$ cat config.mk
export PLATFORM = sky130hd
export DESIGN_NAME = alu_status_flags
export DESIGN_NICKNAME = d
export VERILOG_FILES = /design/src/design/alu_flags_pkg.sv /design/src/design/alu_status_flags.sv
export VERILOG_INCLUDE_DIRS = /design/src /design/src/design
export SDC_FILE = /design/constraint.sdc
export NUM_CORES = 1
export LEC_CHECK = 0
export BUFFER_PORTS_ARGS = -buffer_cell sky130_fd_sc_hd__buf_2
export CAP_MARGIN = 10
export CORE_ASPECT_RATIO = 1.4
export CORE_MARGIN = 3
export CORE_UTILIZATION = 30
export DETAILED_ROUTE_END_ITERATION = 12
export PLACE_DENSITY = 0.51
export SETUP_SLACK_MARGIN = 0.3
export SLEW_MARGIN = 20
export SYNTH_ARGS = -nofsm -noshare
export SYNTH_HDL_FRONTEND = slang
export SYNTH_SLANG_ARGS = --single-unit
$ cat constraint.sdc
create_clock -name ref_clk -period 1.74 [get_ports ref_clk]
set_clock_uncertainty 0.05 [all_clocks]
set_input_delay 0.174 -clock ref_clk [delete_from_list [all_inputs] [get_ports ref_clk]]
set_output_delay 0.174 -clock ref_clk [all_outputs]
set_load 0.02 [all_outputs]
$ cat src/design/alu_status_flags_defines.svh
/*
 * Bit positions, widths and the software address of the ALU flag register.
 * Assumes it is included once per compilation unit by its bare name.
 */
`ifndef ALU_STATUS_FLAGS_DEFINES_SVH
`define ALU_STATUS_FLAGS_DEFINES_SVH

// flag positions inside the flag register
`define FLG_C 0
`define FLG_HALF 1
`define FLG_Z 2
`define FLG_WRAP 3
`define FLG_N 4

// number of implemented flags, width of the register
`define FLG_NUM 5
`define FLG_REG_W 8

// data path geometry
`define DATA_MSB 7
`define NIB_W 4

// software address of the flag register
`define FLAG_REG_ADDR 8'h00

`endif

$ cat src/design/alu_flags_pkg.sv
/*
 * Types shared by the flag block and its users: the ALU operation codes.
 * Assumes the execution path presents one code per issued operation.
 */
`default_nettype none

package alu_flags_pkg;

    // operations the block executes
    typedef enum logic [3:0] {
        OP_ADD_W_TO_F = 4'h0,
        OP_ADD_LITERAL_TO_W = 4'h1,
        OP_LITERAL_MINUS_W = 4'h2,
        OP_F_MINUS_W = 4'h3,
        OP_ROTATE_RIGHT_F = 4'h4,
        OP_ROTATE_LEFT_F = 4'h5,
        OP_AND = 4'h6,
        OP_IOR = 4'h7,
        OP_XOR = 4'h8,
        OP_MOVE = 4'h9
    } alu_op_e;

endpackage : alu_flags_pkg

`default_nettype wire

$ cat src/design/alu_status_flags.sv
/*
 * 8-bit ALU with its five status flags and a software view of the
 * flag register over a plain strobe port.
 * Assumes one clock, inputs synchronous to it, and an execution path
 * that pulses op_valid once per operation with stable operands.
 */
// Summary of operation
// RULE1: sign flag copies result bit 7.
// RULE2: signed-wrap flag set when signed result leaves 7-bit magnitude range.
// RULE3: zero flag set when arithmetic or logic result is all zeros.
// RULE4: half-carry flag holds carry out of bit 3 on add and subtract.
// RULE5: rotates load half-carry from source bit 4 (right) or 3 (left).
// RULE6: carry flag holds carry out of bit 7 on add and subtract.
// RULE7: subtract adds two's complement; carry one means no borrow.
// RULE8: rotates load carry from source bit 0 (right) or 7 (left).
// RULE9: half-carry is inverted digit borrow during subtraction.
// RULE10: flag register as destination of flag-setting op keeps ALU flags.
// RULE11: bits 7 to 5 read zero, ignore writes; flags undefined at power-on.
`default_nettype none

`include "alu_status_flags_defines.svh"

module alu_status_flags #(
    parameter int ADDR_W = 8,
    parameter int DATA_W = 8,
    parameter logic [4:0] FLAG_INIT = 5'h00
) (
    input wire logic ref_clk,
    input wire logic rst,
    input wire logic op_valid,
    input wire alu_flags_pkg::alu_op_e op,
    input wire logic [DATA_W-1:0] opnd_f,
    input wire logic [DATA_W-1:0] opnd_w,
    input wire logic dest_is_flags,
    input wire logic [ADDR_W-1:0] addr,
    input wire logic [DATA_W-1:0] wr_data,
    input wire logic wr_en,
    input wire logic rd_en,
    output var logic [DATA_W-1:0] result,
    output var logic result_valid,
    output var logic [`FLG_NUM-1:0] flags,
    output var logic [DATA_W-1:0] rd_data
);

    // the flag layout is fixed to a byte wide data path
    if (DATA_W != `FLG_REG_W || ADDR_W < 1) begin : g_param_check
        $error("alu_status_flags: DATA_W must be 8 and ADDR_W positive");
    end

    ////////////////////////////////////////////////////////////////////////
    // operation decode

    logic is_add;
    logic is_sub;
    logic is_arith;
    logic is_rot_r;
    logic is_rot_l;
    logic is_rot;
    logic is_logic;
    logic is_move;

    // adds and subtracts share one adder
    assign is_add = (op == alu_flags_pkg::OP_ADD_W_TO_F)
                 || (op == alu_flags_pkg::OP_ADD_LITERAL_TO_W);
    assign is_sub = (op == alu_flags_pkg::OP_LITERAL_MINUS_W)
                 || (op == alu_flags_pkg::OP_F_MINUS_W);
    assign is_arith = is_add || is_sub;
    assign is_rot_r = (op == alu_flags_pkg::OP_ROTATE_RIGHT_F);
    assign is_rot_l = (op == alu_flags_pkg::OP_ROTATE_LEFT_F);
    assign is_rot = is_rot_r || is_rot_l;
    assign is_logic = (op == alu_flags_pkg::OP_AND)
                   || (op == alu_flags_pkg::OP_IOR)
                   || (op == alu_flags_pkg::OP_XOR);
    assign is_move = (op == alu_flags_pkg::OP_MOVE);

    ////////////////////////////////////////////////////////////////////////
    // adder: a subtract is the sum with the inverted operand plus one

    logic [DATA_W-1:0] addend;
    logic carry_in;
    logic [DATA_W:0] sum;
    logic [`NIB_W:0] nib_sum;

    assign addend = is_sub ? ~opnd_w : opnd_w; // RULE7
    assign carry_in = is_sub; // RULE7
    assign sum = {1'b0, opnd_f} + {1'b0, addend} + {{DATA_W{1'b0}}, carry_in};
    // low nibble alone gives the digit carry
    assign nib_sum = {1'b0, opnd_f[`NIB_W-1:0]} + {1'b0, addend[`NIB_W-1:0]}
                   + {{`NIB_W{1'b0}}, carry_in};

    ////////////////////////////////////////////////////////////////////////
    // result and raw flag values

    logic [DATA_W-1:0] alu_res;
    logic [`FLG_NUM-1:0] flags_q;
    logic [`FLG_NUM-1:0] alu_flg;
    logic [`FLG_NUM-1:0] upd_mask;

    // rotates pass through the carry, so the old carry is an operand
    always_comb begin
        unique case (op)
            alu_flags_pkg::OP_ADD_W_TO_F,
            alu_flags_pkg::OP_ADD_LITERAL_TO_W,
            alu_flags_pkg::OP_LITERAL_MINUS_W,
            alu_flags_pkg::OP_F_MINUS_W: alu_res = sum[DATA_W-1:0];
            alu_flags_pkg::OP_ROTATE_RIGHT_F: begin
                alu_res = {flags_q[`FLG_C], opnd_f[DATA_W-1:1]};
            end
            alu_flags_pkg::OP_ROTATE_LEFT_F: begin
                alu_res = {opnd_f[DATA_W-2:0], flags_q[`FLG_C]};
            end
            alu_flags_pkg::OP_AND: alu_res = opnd_f & opnd_w;
            alu_flags_pkg::OP_IOR: alu_res = opnd_f | opnd_w;
            alu_flags_pkg::OP_XOR: alu_res = opnd_f ^ opnd_w;
            default: alu_res = opnd_w; // move, and unused codes
        endcase
    end

    // flag values as the hardware computes them
    assign alu_flg[`FLG_N] = alu_res[`DATA_MSB]; // RULE1
    // wrap: like-signed inputs giving an unlike-signed sum
    assign alu_flg[`FLG_WRAP] = (opnd_f[`DATA_MSB] == addend[`DATA_MSB])
                           && (alu_res[`DATA_MSB] != opnd_f[`DATA_MSB]); // RULE2
    assign alu_flg[`FLG_Z] = (alu_res == '0); // RULE3
    // on subtract the nibble carry is already an inverted borrow
    assign alu_flg[`FLG_HALF] = is_rot_r ? opnd_f[`NIB_W]
                           : is_rot_l ? opnd_f[`NIB_W-1]
                           : nib_sum[`NIB_W]; // RULE4 RULE5 RULE9
    assign alu_flg[`FLG_C] = is_rot_r ? opnd_f[0]
                          : is_rot_l ? opnd_f[`DATA_MSB]
                          : sum[DATA_W]; // RULE6 RULE7 RULE8

    // which flags each class of operation touches
    assign upd_mask[`FLG_N] = is_arith || is_rot || is_logic;
    assign upd_mask[`FLG_WRAP] = is_arith;
    assign upd_mask[`FLG_Z] = is_arith || is_rot || is_logic;
    assign upd_mask[`FLG_HALF] = is_arith || is_rot;
    assign upd_mask[`FLG_C] = is_arith || is_rot;

    ////////////////////////////////////////////////////////////////////////
    // flag register next value

    logic [`FLG_NUM-1:0] flags_d;
    logic [`FLG_NUM-1:0] op_flags;
    logic op_touches;
    logic bus_hit;
    logic bus_wr;
    logic wb_move;

    assign op_touches = op_valid && (upd_mask != '0);
    assign bus_hit = (addr == ADDR_W'(`FLAG_REG_ADDR));
    assign bus_wr = wr_en && bus_hit;
    // a move into the flag register is an ordinary data write
    assign wb_move = op_valid && is_move && dest_is_flags;

    // per bit: the ALU outcome where the op touches it, else the old bit
    genvar gi;
    generate
        for (gi = 0; gi < `FLG_NUM; gi++) begin : g_flag
            assign op_flags[gi] = upd_mask[gi] ? alu_flg[gi] : flags_q[gi];
        end
    endgenerate

    // an op that sets flags blocks its own writeback and any bus write
    assign flags_d = op_touches ? op_flags // RULE10
                   : wb_move ? alu_res[`FLG_NUM-1:0]
                   : bus_wr ? wr_data[`FLG_NUM-1:0] // RULE11
                   : flags_q;

    // reset gives a defined start although software may not rely on it
    always_ff @(posedge ref_clk or posedge rst) begin
        if (rst) begin
            flags_q <= FLAG_INIT; // RULE11
        end else begin
            flags_q <= flags_d;
        end
    end

    ////////////////////////////////////////////////////////////////////////
    // result port and read port

    logic [DATA_W-1:0] result_q;
    logic result_valid_q;
    logic [DATA_W-1:0] rd_data_q;
    logic [DATA_W-1:0] rd_word;

    // upper bits are unimplemented and read as zero
    assign rd_word = (rd_en && bus_hit)
                   ? {{(DATA_W-`FLG_NUM){1'b0}}, flags_q} // RULE11
                   : '0;

    // read data stand for the one cycle after the strobe
    always_ff @(posedge ref_clk or posedge rst) begin
        if (rst) begin
            result_q <= '0;
            result_valid_q <= 1'b0;
            rd_data_q <= '0;
        end else begin
            result_q <= op_valid ? alu_res : result_q;
            result_valid_q <= op_valid;
            rd_data_q <= rd_word;
        end
    end

    assign result = result_q;
    assign result_valid = result_valid_q;
    assign flags = flags_q;
    assign rd_data = rd_data_q;

    ////////////////////////////////////////////////////////////////////////
    // checks

    a_sign_follows: assert property ( // RULE1
        @(posedge ref_clk) disable iff (rst)
        (op_valid && upd_mask[`FLG_N])
        |=> (flags_q[`FLG_N] == result_q[`DATA_MSB]) && result_valid_q
    ) else $error("sign flag differs from result bit 7");

    a_wrap_add: assert property ( // RULE2
        @(posedge ref_clk) disable iff (rst)
        (op_valid && is_add && !opnd_f[`DATA_MSB] && !opnd_w[`DATA_MSB])
        |=> (flags_q[`FLG_WRAP] == result_q[`DATA_MSB])
    ) else $error("signed wrap flag wrong on positive add");

    a_zero_flag: assert property ( // RULE3
        @(posedge ref_clk) disable iff (rst)
        (op_valid && (is_arith || is_logic))
        |=> (flags_q[`FLG_Z] == (result_q == '0))
    ) else $error("zero flag disagrees with result");

    a_half_carry: assert property ( // RULE4
        @(posedge ref_clk) disable iff (rst)
        (op_valid && is_add)
        |=> flags_q[`FLG_HALF] == ((($past(opnd_f) & 8'h0F)
                                + ($past(opnd_w) & 8'h0F)) > 8'h0F)
    ) else $error("half carry wrong on add");

    a_rot_half: assert property ( // RULE5
        @(posedge ref_clk) disable iff (rst)
        (op_valid && is_rot)
        |=> flags_q[`FLG_HALF] == ($past(is_rot_r) ? $past(opnd_f[`NIB_W])
                                                : $past(opnd_f[`NIB_W-1]))
    ) else $error("half carry not loaded from source on rotate");

    a_carry_add: assert property ( // RULE6
        @(posedge ref_clk) disable iff (rst)
        (op_valid && is_add)
        |=> flags_q[`FLG_C] == ({1'b0, $past(opnd_f)} + {1'b0, $past(opnd_w)} > 9'h0FF)
    ) else $error("carry wrong on add");

    a_borrow_sub: assert property ( // RULE7
        @(posedge ref_clk) disable iff (rst)
        (op_valid && is_sub)
        |=> (flags_q[`FLG_C] == ($past(opnd_f) >= $past(opnd_w)))
            && (result_q == $past(opnd_f) - $past(opnd_w))
    ) else $error("borrow polarity or difference wrong");

    a_rot_carry: assert property ( // RULE8
        @(posedge ref_clk) disable iff (rst)
        (op_valid && is_rot_r)
        |=> (flags_q[`FLG_C] == $past(opnd_f[0]))
            && (result_q[`DATA_MSB] == $past(flags_q[`FLG_C]))
    ) else $error("rotate right carry wrong");

    a_digit_borrow: assert property ( // RULE9
        @(posedge ref_clk) disable iff (rst)
        (op_valid && is_sub)
        |=> flags_q[`FLG_HALF] == (($past(opnd_f) & 8'h0F) >= ($past(opnd_w) & 8'h0F))
    ) else $error("digit borrow polarity wrong");

    a_dest_blocked: assert property ( // RULE10
        @(posedge ref_clk) disable iff (rst)
        (op_valid && dest_is_flags && is_arith)
        |=> (flags_q[`FLG_Z] == (result_q == '0))
    ) else $error("flag writeback overrode ALU flags");

    a_upper_zero: assert property ( // RULE11
        @(posedge ref_clk) disable iff (rst)
        rd_en |=> (rd_data_q[DATA_W-1:`FLG_NUM] == '0)
    ) else $error("unimplemented flag bits read nonzero");

    a_read_once: assert property ( // RULE11
        @(posedge ref_clk) disable iff (rst)
        (rd_en && bus_hit && !op_valid && !wr_en) ##1 !(op_valid || wr_en)
        |=> ($past(rd_data_q[`FLG_NUM-1:0]) == flags_q)
    ) else $error("read data do not show the flag register");

    a_rot_left: assert property ( // RULE8
        @(posedge ref_clk) disable iff (rst)
        (op_valid && is_rot_l)
        |=> (flags_q[`FLG_C] == $past(opnd_f[`DATA_MSB]))
            && (result_q[0] == $past(flags_q[`FLG_C]))
    ) else $error("rotate left carry wrong");

    a_wrap_sub: assert property ( // RULE2
        @(posedge ref_clk) disable iff (rst)
        (op_valid && is_sub && !opnd_f[`DATA_MSB] && opnd_w[`DATA_MSB])
        |=> (flags_q[`FLG_WRAP] == result_q[`DATA_MSB])
    ) else $error("signed wrap flag wrong on subtract");

    // a logic op keeps wrap, half-carry and carry even against a bus write
    a_write_lost: assert property ( // RULE10
        @(posedge ref_clk) disable iff (rst)
        (op_valid && is_logic && bus_wr)
        |=> ({flags_q[`FLG_WRAP], flags_q[`FLG_HALF], flags_q[`FLG_C]}
             == $past({flags_q[`FLG_WRAP], flags_q[`FLG_HALF], flags_q[`FLG_C]}))
    ) else $error("software write overrode a flag-setting op");

endmodule : alu_status_flags

`default_nettype wire

==> run summary <==
For the max-slew violation count, the log shows 0. The fraction of post-synthesis cell area in the top cell type by area came out at 21.1%. The initial utilization of the core area, before any placement, comes to 31.7%.

The non-filler instance count after layout is 491, and the post-synthesis sequential area ratio is 21.1%. The tools report the synthesized instance count as 265. The number of global-route vias before repair was 2522. The start-to-end type of the worst setup path was input port to flop.

Entering global routing, the biggest net connects 25 pins. The tools report the number of warnings printed during yosys synthesis as 0. The run gives 0.00316 mm^2 as the cell area reported after detailed placement. The element type at the critical path start is an input port. The detailed-routing iteration count for the pre-antenna-repair pass is 4, and the vertical die dimension is 109 um. In this run, CTS created clock tree buffers numbering 3. Summed over all instances, the cell type with the most area after synthesis is dfrtp_1.

Number of antenna cells inserted: 0. The tools report the die footprint as 0.00861 mm^2. For the worst setup path, the data required time is 1860 ps. The run finished, with violations left.

The placeable core region is 0.00712 mm^2, and the wire length on met3 is 230 um. For this design, the sink count on the clock tree is 19. After the last flow step, the layout net total stands at 466.

Across every metal layer, demand over resource in global routing totals 17.8%. The first routing iteration left 40 violations. The initial antenna violation count came out at 0. The HPWL after detailed placement is 6030 um. The nature of the critical path endpoint is a flop. The run gives -811 ps as the final critical-path setup slack.

Setup repair after global routing could not meet its margin everywhere. Yosys mapped a number of flops with a built-in enable equal to 0. The final critical-path required period is 2550 ps, and the latest clock arrival within the worst-skew pair is 260 ps.

The logs give 0 for the number of DRC violations after detailed routing and 0.864 for the final weighted congestion in routability-driven placement. Cells fill 50.0% of the core in the end. For the worst setup path, the data arrival time is 2670 ps.

The number of nets with antenna violations after detailed routing was 0. The die outline width works out to 79.3 um. TritonCTS built the clock tree. The worst-case IR drop observed on VDD is 0.253 mV.

The worst hold path class is input port to flop. After synthesis, the mean cell area works out to 8.51 um^2. After synthesis, the cell types taking the most area are dfrtp_1, ha_1, mux2_2, a21oi_1, inv_1. In the final layout, flip-flops and latches occupy 475 um^2. For the number of fill cells, the log shows 763.

Clock-pin slew was measured on the worst setup and hold paths at 70 ps. Power spread over the standard cell area amounts to 548 mW/mm^2. Yosys instantiated no cell more often than ha_1. By instance count, the cell type seen most on the critical path is xnor2_2. The ratio of cells with drive above 1 in the final layout was 50.8%. The signal on the critical path passes through buf_6, or3b_4, buf_12, xnor2_2, ha_1, and3b_1, a31oi_2, a311oi_2, mux2i_1, and3_4, xnor2_2, o32ai_1. The checks that failed: negative setup slack. In the final timing run, aggregate negative setup slack is -7640 ps.

The logs give 0 for the hold violation total from the final report and 2474 for the via count. Static timing analysis puts the maximum clock frequency at 392 MHz. The area growth from synthesis to layout is 57.7%. For this run, asynchronously set or reset flops after synthesis account for 100%.

The maximum fanout encountered on the critical timing path is 7, and the wire length of the first global-routing pass is 11900 um. The number of placed instances, taps included, is 477. The logs give 4050 um for the detailed-routed wire length on met2 and 2 for the maximum clock path buffer count. The cell family contributing the most delay on the critical path is simple AND/OR/NAND/NOR gates. The detailed router put a total of 2880 um of wire on met1. 64 I/O pins were placed. The mapped cell area is 0.00225 mm^2.

With fillers left out, the area of the finished cells amounts to 0.00356 mm^2. The area used by multi-input combinational logic was 0.00187 mm^2; the depth of the CTS H-tree was 1. The distinct cell type count of the synthesized netlist was 65; the number of buffers added on ports was 57. After detailed routing, the average wire length per cell comes to 15.3 um. For this design, the slowest cell found on the critical path is or3b_4.

For this block, the routed nets add up to 7500 um of wire. In this run the clock root is driven by a clkbuf_8. Setup violations remaining at the end of the flow were counted as 12. The commonest cells after synthesis are ha_1, inv_1, nand2_1. Of the available clock period, the critical path in the final layout requires 147%.

The analysis attributes to cell leakage a power of 1.77 nW. Row generation in the floorplan step produced 36 rows. The most used flip-flop cell after synthesis is dfrtp_1. The post-synthesis register bit count is 19. Using the TritonRoute via totals, the vias-per-cell ratio works out to 5.04.

The top layer reached by signal wires was met4. The remaining global-route overflow was 0; the number of max-cap violations was 0. The largest stage delay on the critical path was 390 ps; the sum of buffers and inverters on the critical path was 2. Hold timing on the final database bottoms out at a slack of 149 ps.
==> sequential cells by signal (all words and copies together), names as in the netlist <==
signal and cells:
flags 5, result_valid 1, result 8, rd_data 5
==> layer usage <==
layer / up-vias / global-route usage [%]
met2: 65 / 35.1
met4: 0 / 9.95
li1: 1214 / -
met3: 22 / 1.50
met1: 1173 / 17.9
met5: - / 0
==> final cells by class <==
cell class                      instances  share of cell area, %
Sequential cell                        19                   13.4
Timing Repair Buffer                  140                   27.2
Inverter                               22                   2.32
Multi-Input combinational cell        211                   52.5
Tap cell                               95                   3.34
Clock buffer                            4                   1.27
==> cells by family after synthesis <==
group / count (synthesis) / synth area share (%)
xor gates and xnor gates: 10 / 3.88
other: 1 / 0.166
AOI/OAI and AO/OA: 69 / 21.3
muxes: 17 / 9.66
adders and majority gates: 27 / 15.3
and+or+nand+nor: 85 / 20.5
DFF: 19 / 21.1
buffers and inverters: 37 / 8.16
==> cells in the final DEF, fill, tap and decap left out, drive strengths merged, types with 3 or more instances in the layout <==
cell type,instances
o21ai,12
nand3b,3
o211ai,3
inv,22
nand2,23
o2111ai,4
a211oi,4
a21oi,18
o22ai,4
mux4,3
nand2b,3
or3,3
nor3,4
a31oi,5
mux2i,6
nand3,4
clkbuf,4
nor2,20
xnor2,8
ha,26
buf,139
dfrtp,19
a22oi,3
conb,3
and3,8
mux2,8
nor2b,3
==> final timing paths <==
path / start / slack (ps) / cells past startpoint / endpoint
max reg2reg: flags[0] / -130 / 6 / flags[3]
min: rd_en / 150 / 2 / rd_data[4]
min in group asynchronous: rst / 410 / 4 / result[6]
max in group asynchronous: rst / 1020 / 4 / flags[4]
max: op[2] / -810 / 12 / flags[3]
min reg2reg: result[5] / 460 / 1 / result[5]
==> stage by stage <==
| step | setup WS, ps | power, W |
|---|---|---|
| floorplan | -928 | 0.00104 |
| global placement | -1120 | 0.00144 |
| detailed placement | -1160 | 0.00145 |
| CTS | -764 | 0.00190 |
| global route | -897 | 0.00207 |
| finish | -811 | 0.00195 |
==> worst reg2reg max path, stage by stage (launching register included) <==
cell,delay (ps)
dfrtp_1,420
mux4_2,480
mux2_2,270
nand2_1,70
and3_4,220
xnor2_2,60
o32ai_1,210
==> power breakdown <==
part / switching [W] / internal [W]
clock network: 0.000156 / 0.000163
registers: 0.0000343 / 0.000494
logic: 0.000539 / 0.000561
==> timing repair <==
item                       in CTS  in global routing
resized for setup              31                 22
setup endpoints to repair      13                 13
cloned                          0                  0
hold buffers                    1                  0
setup buffers                   6                  3
hold endpoints to repair       19                  0
pin swaps                      24                 13
No activity file was read; power rests on OpenSTA's default activity.
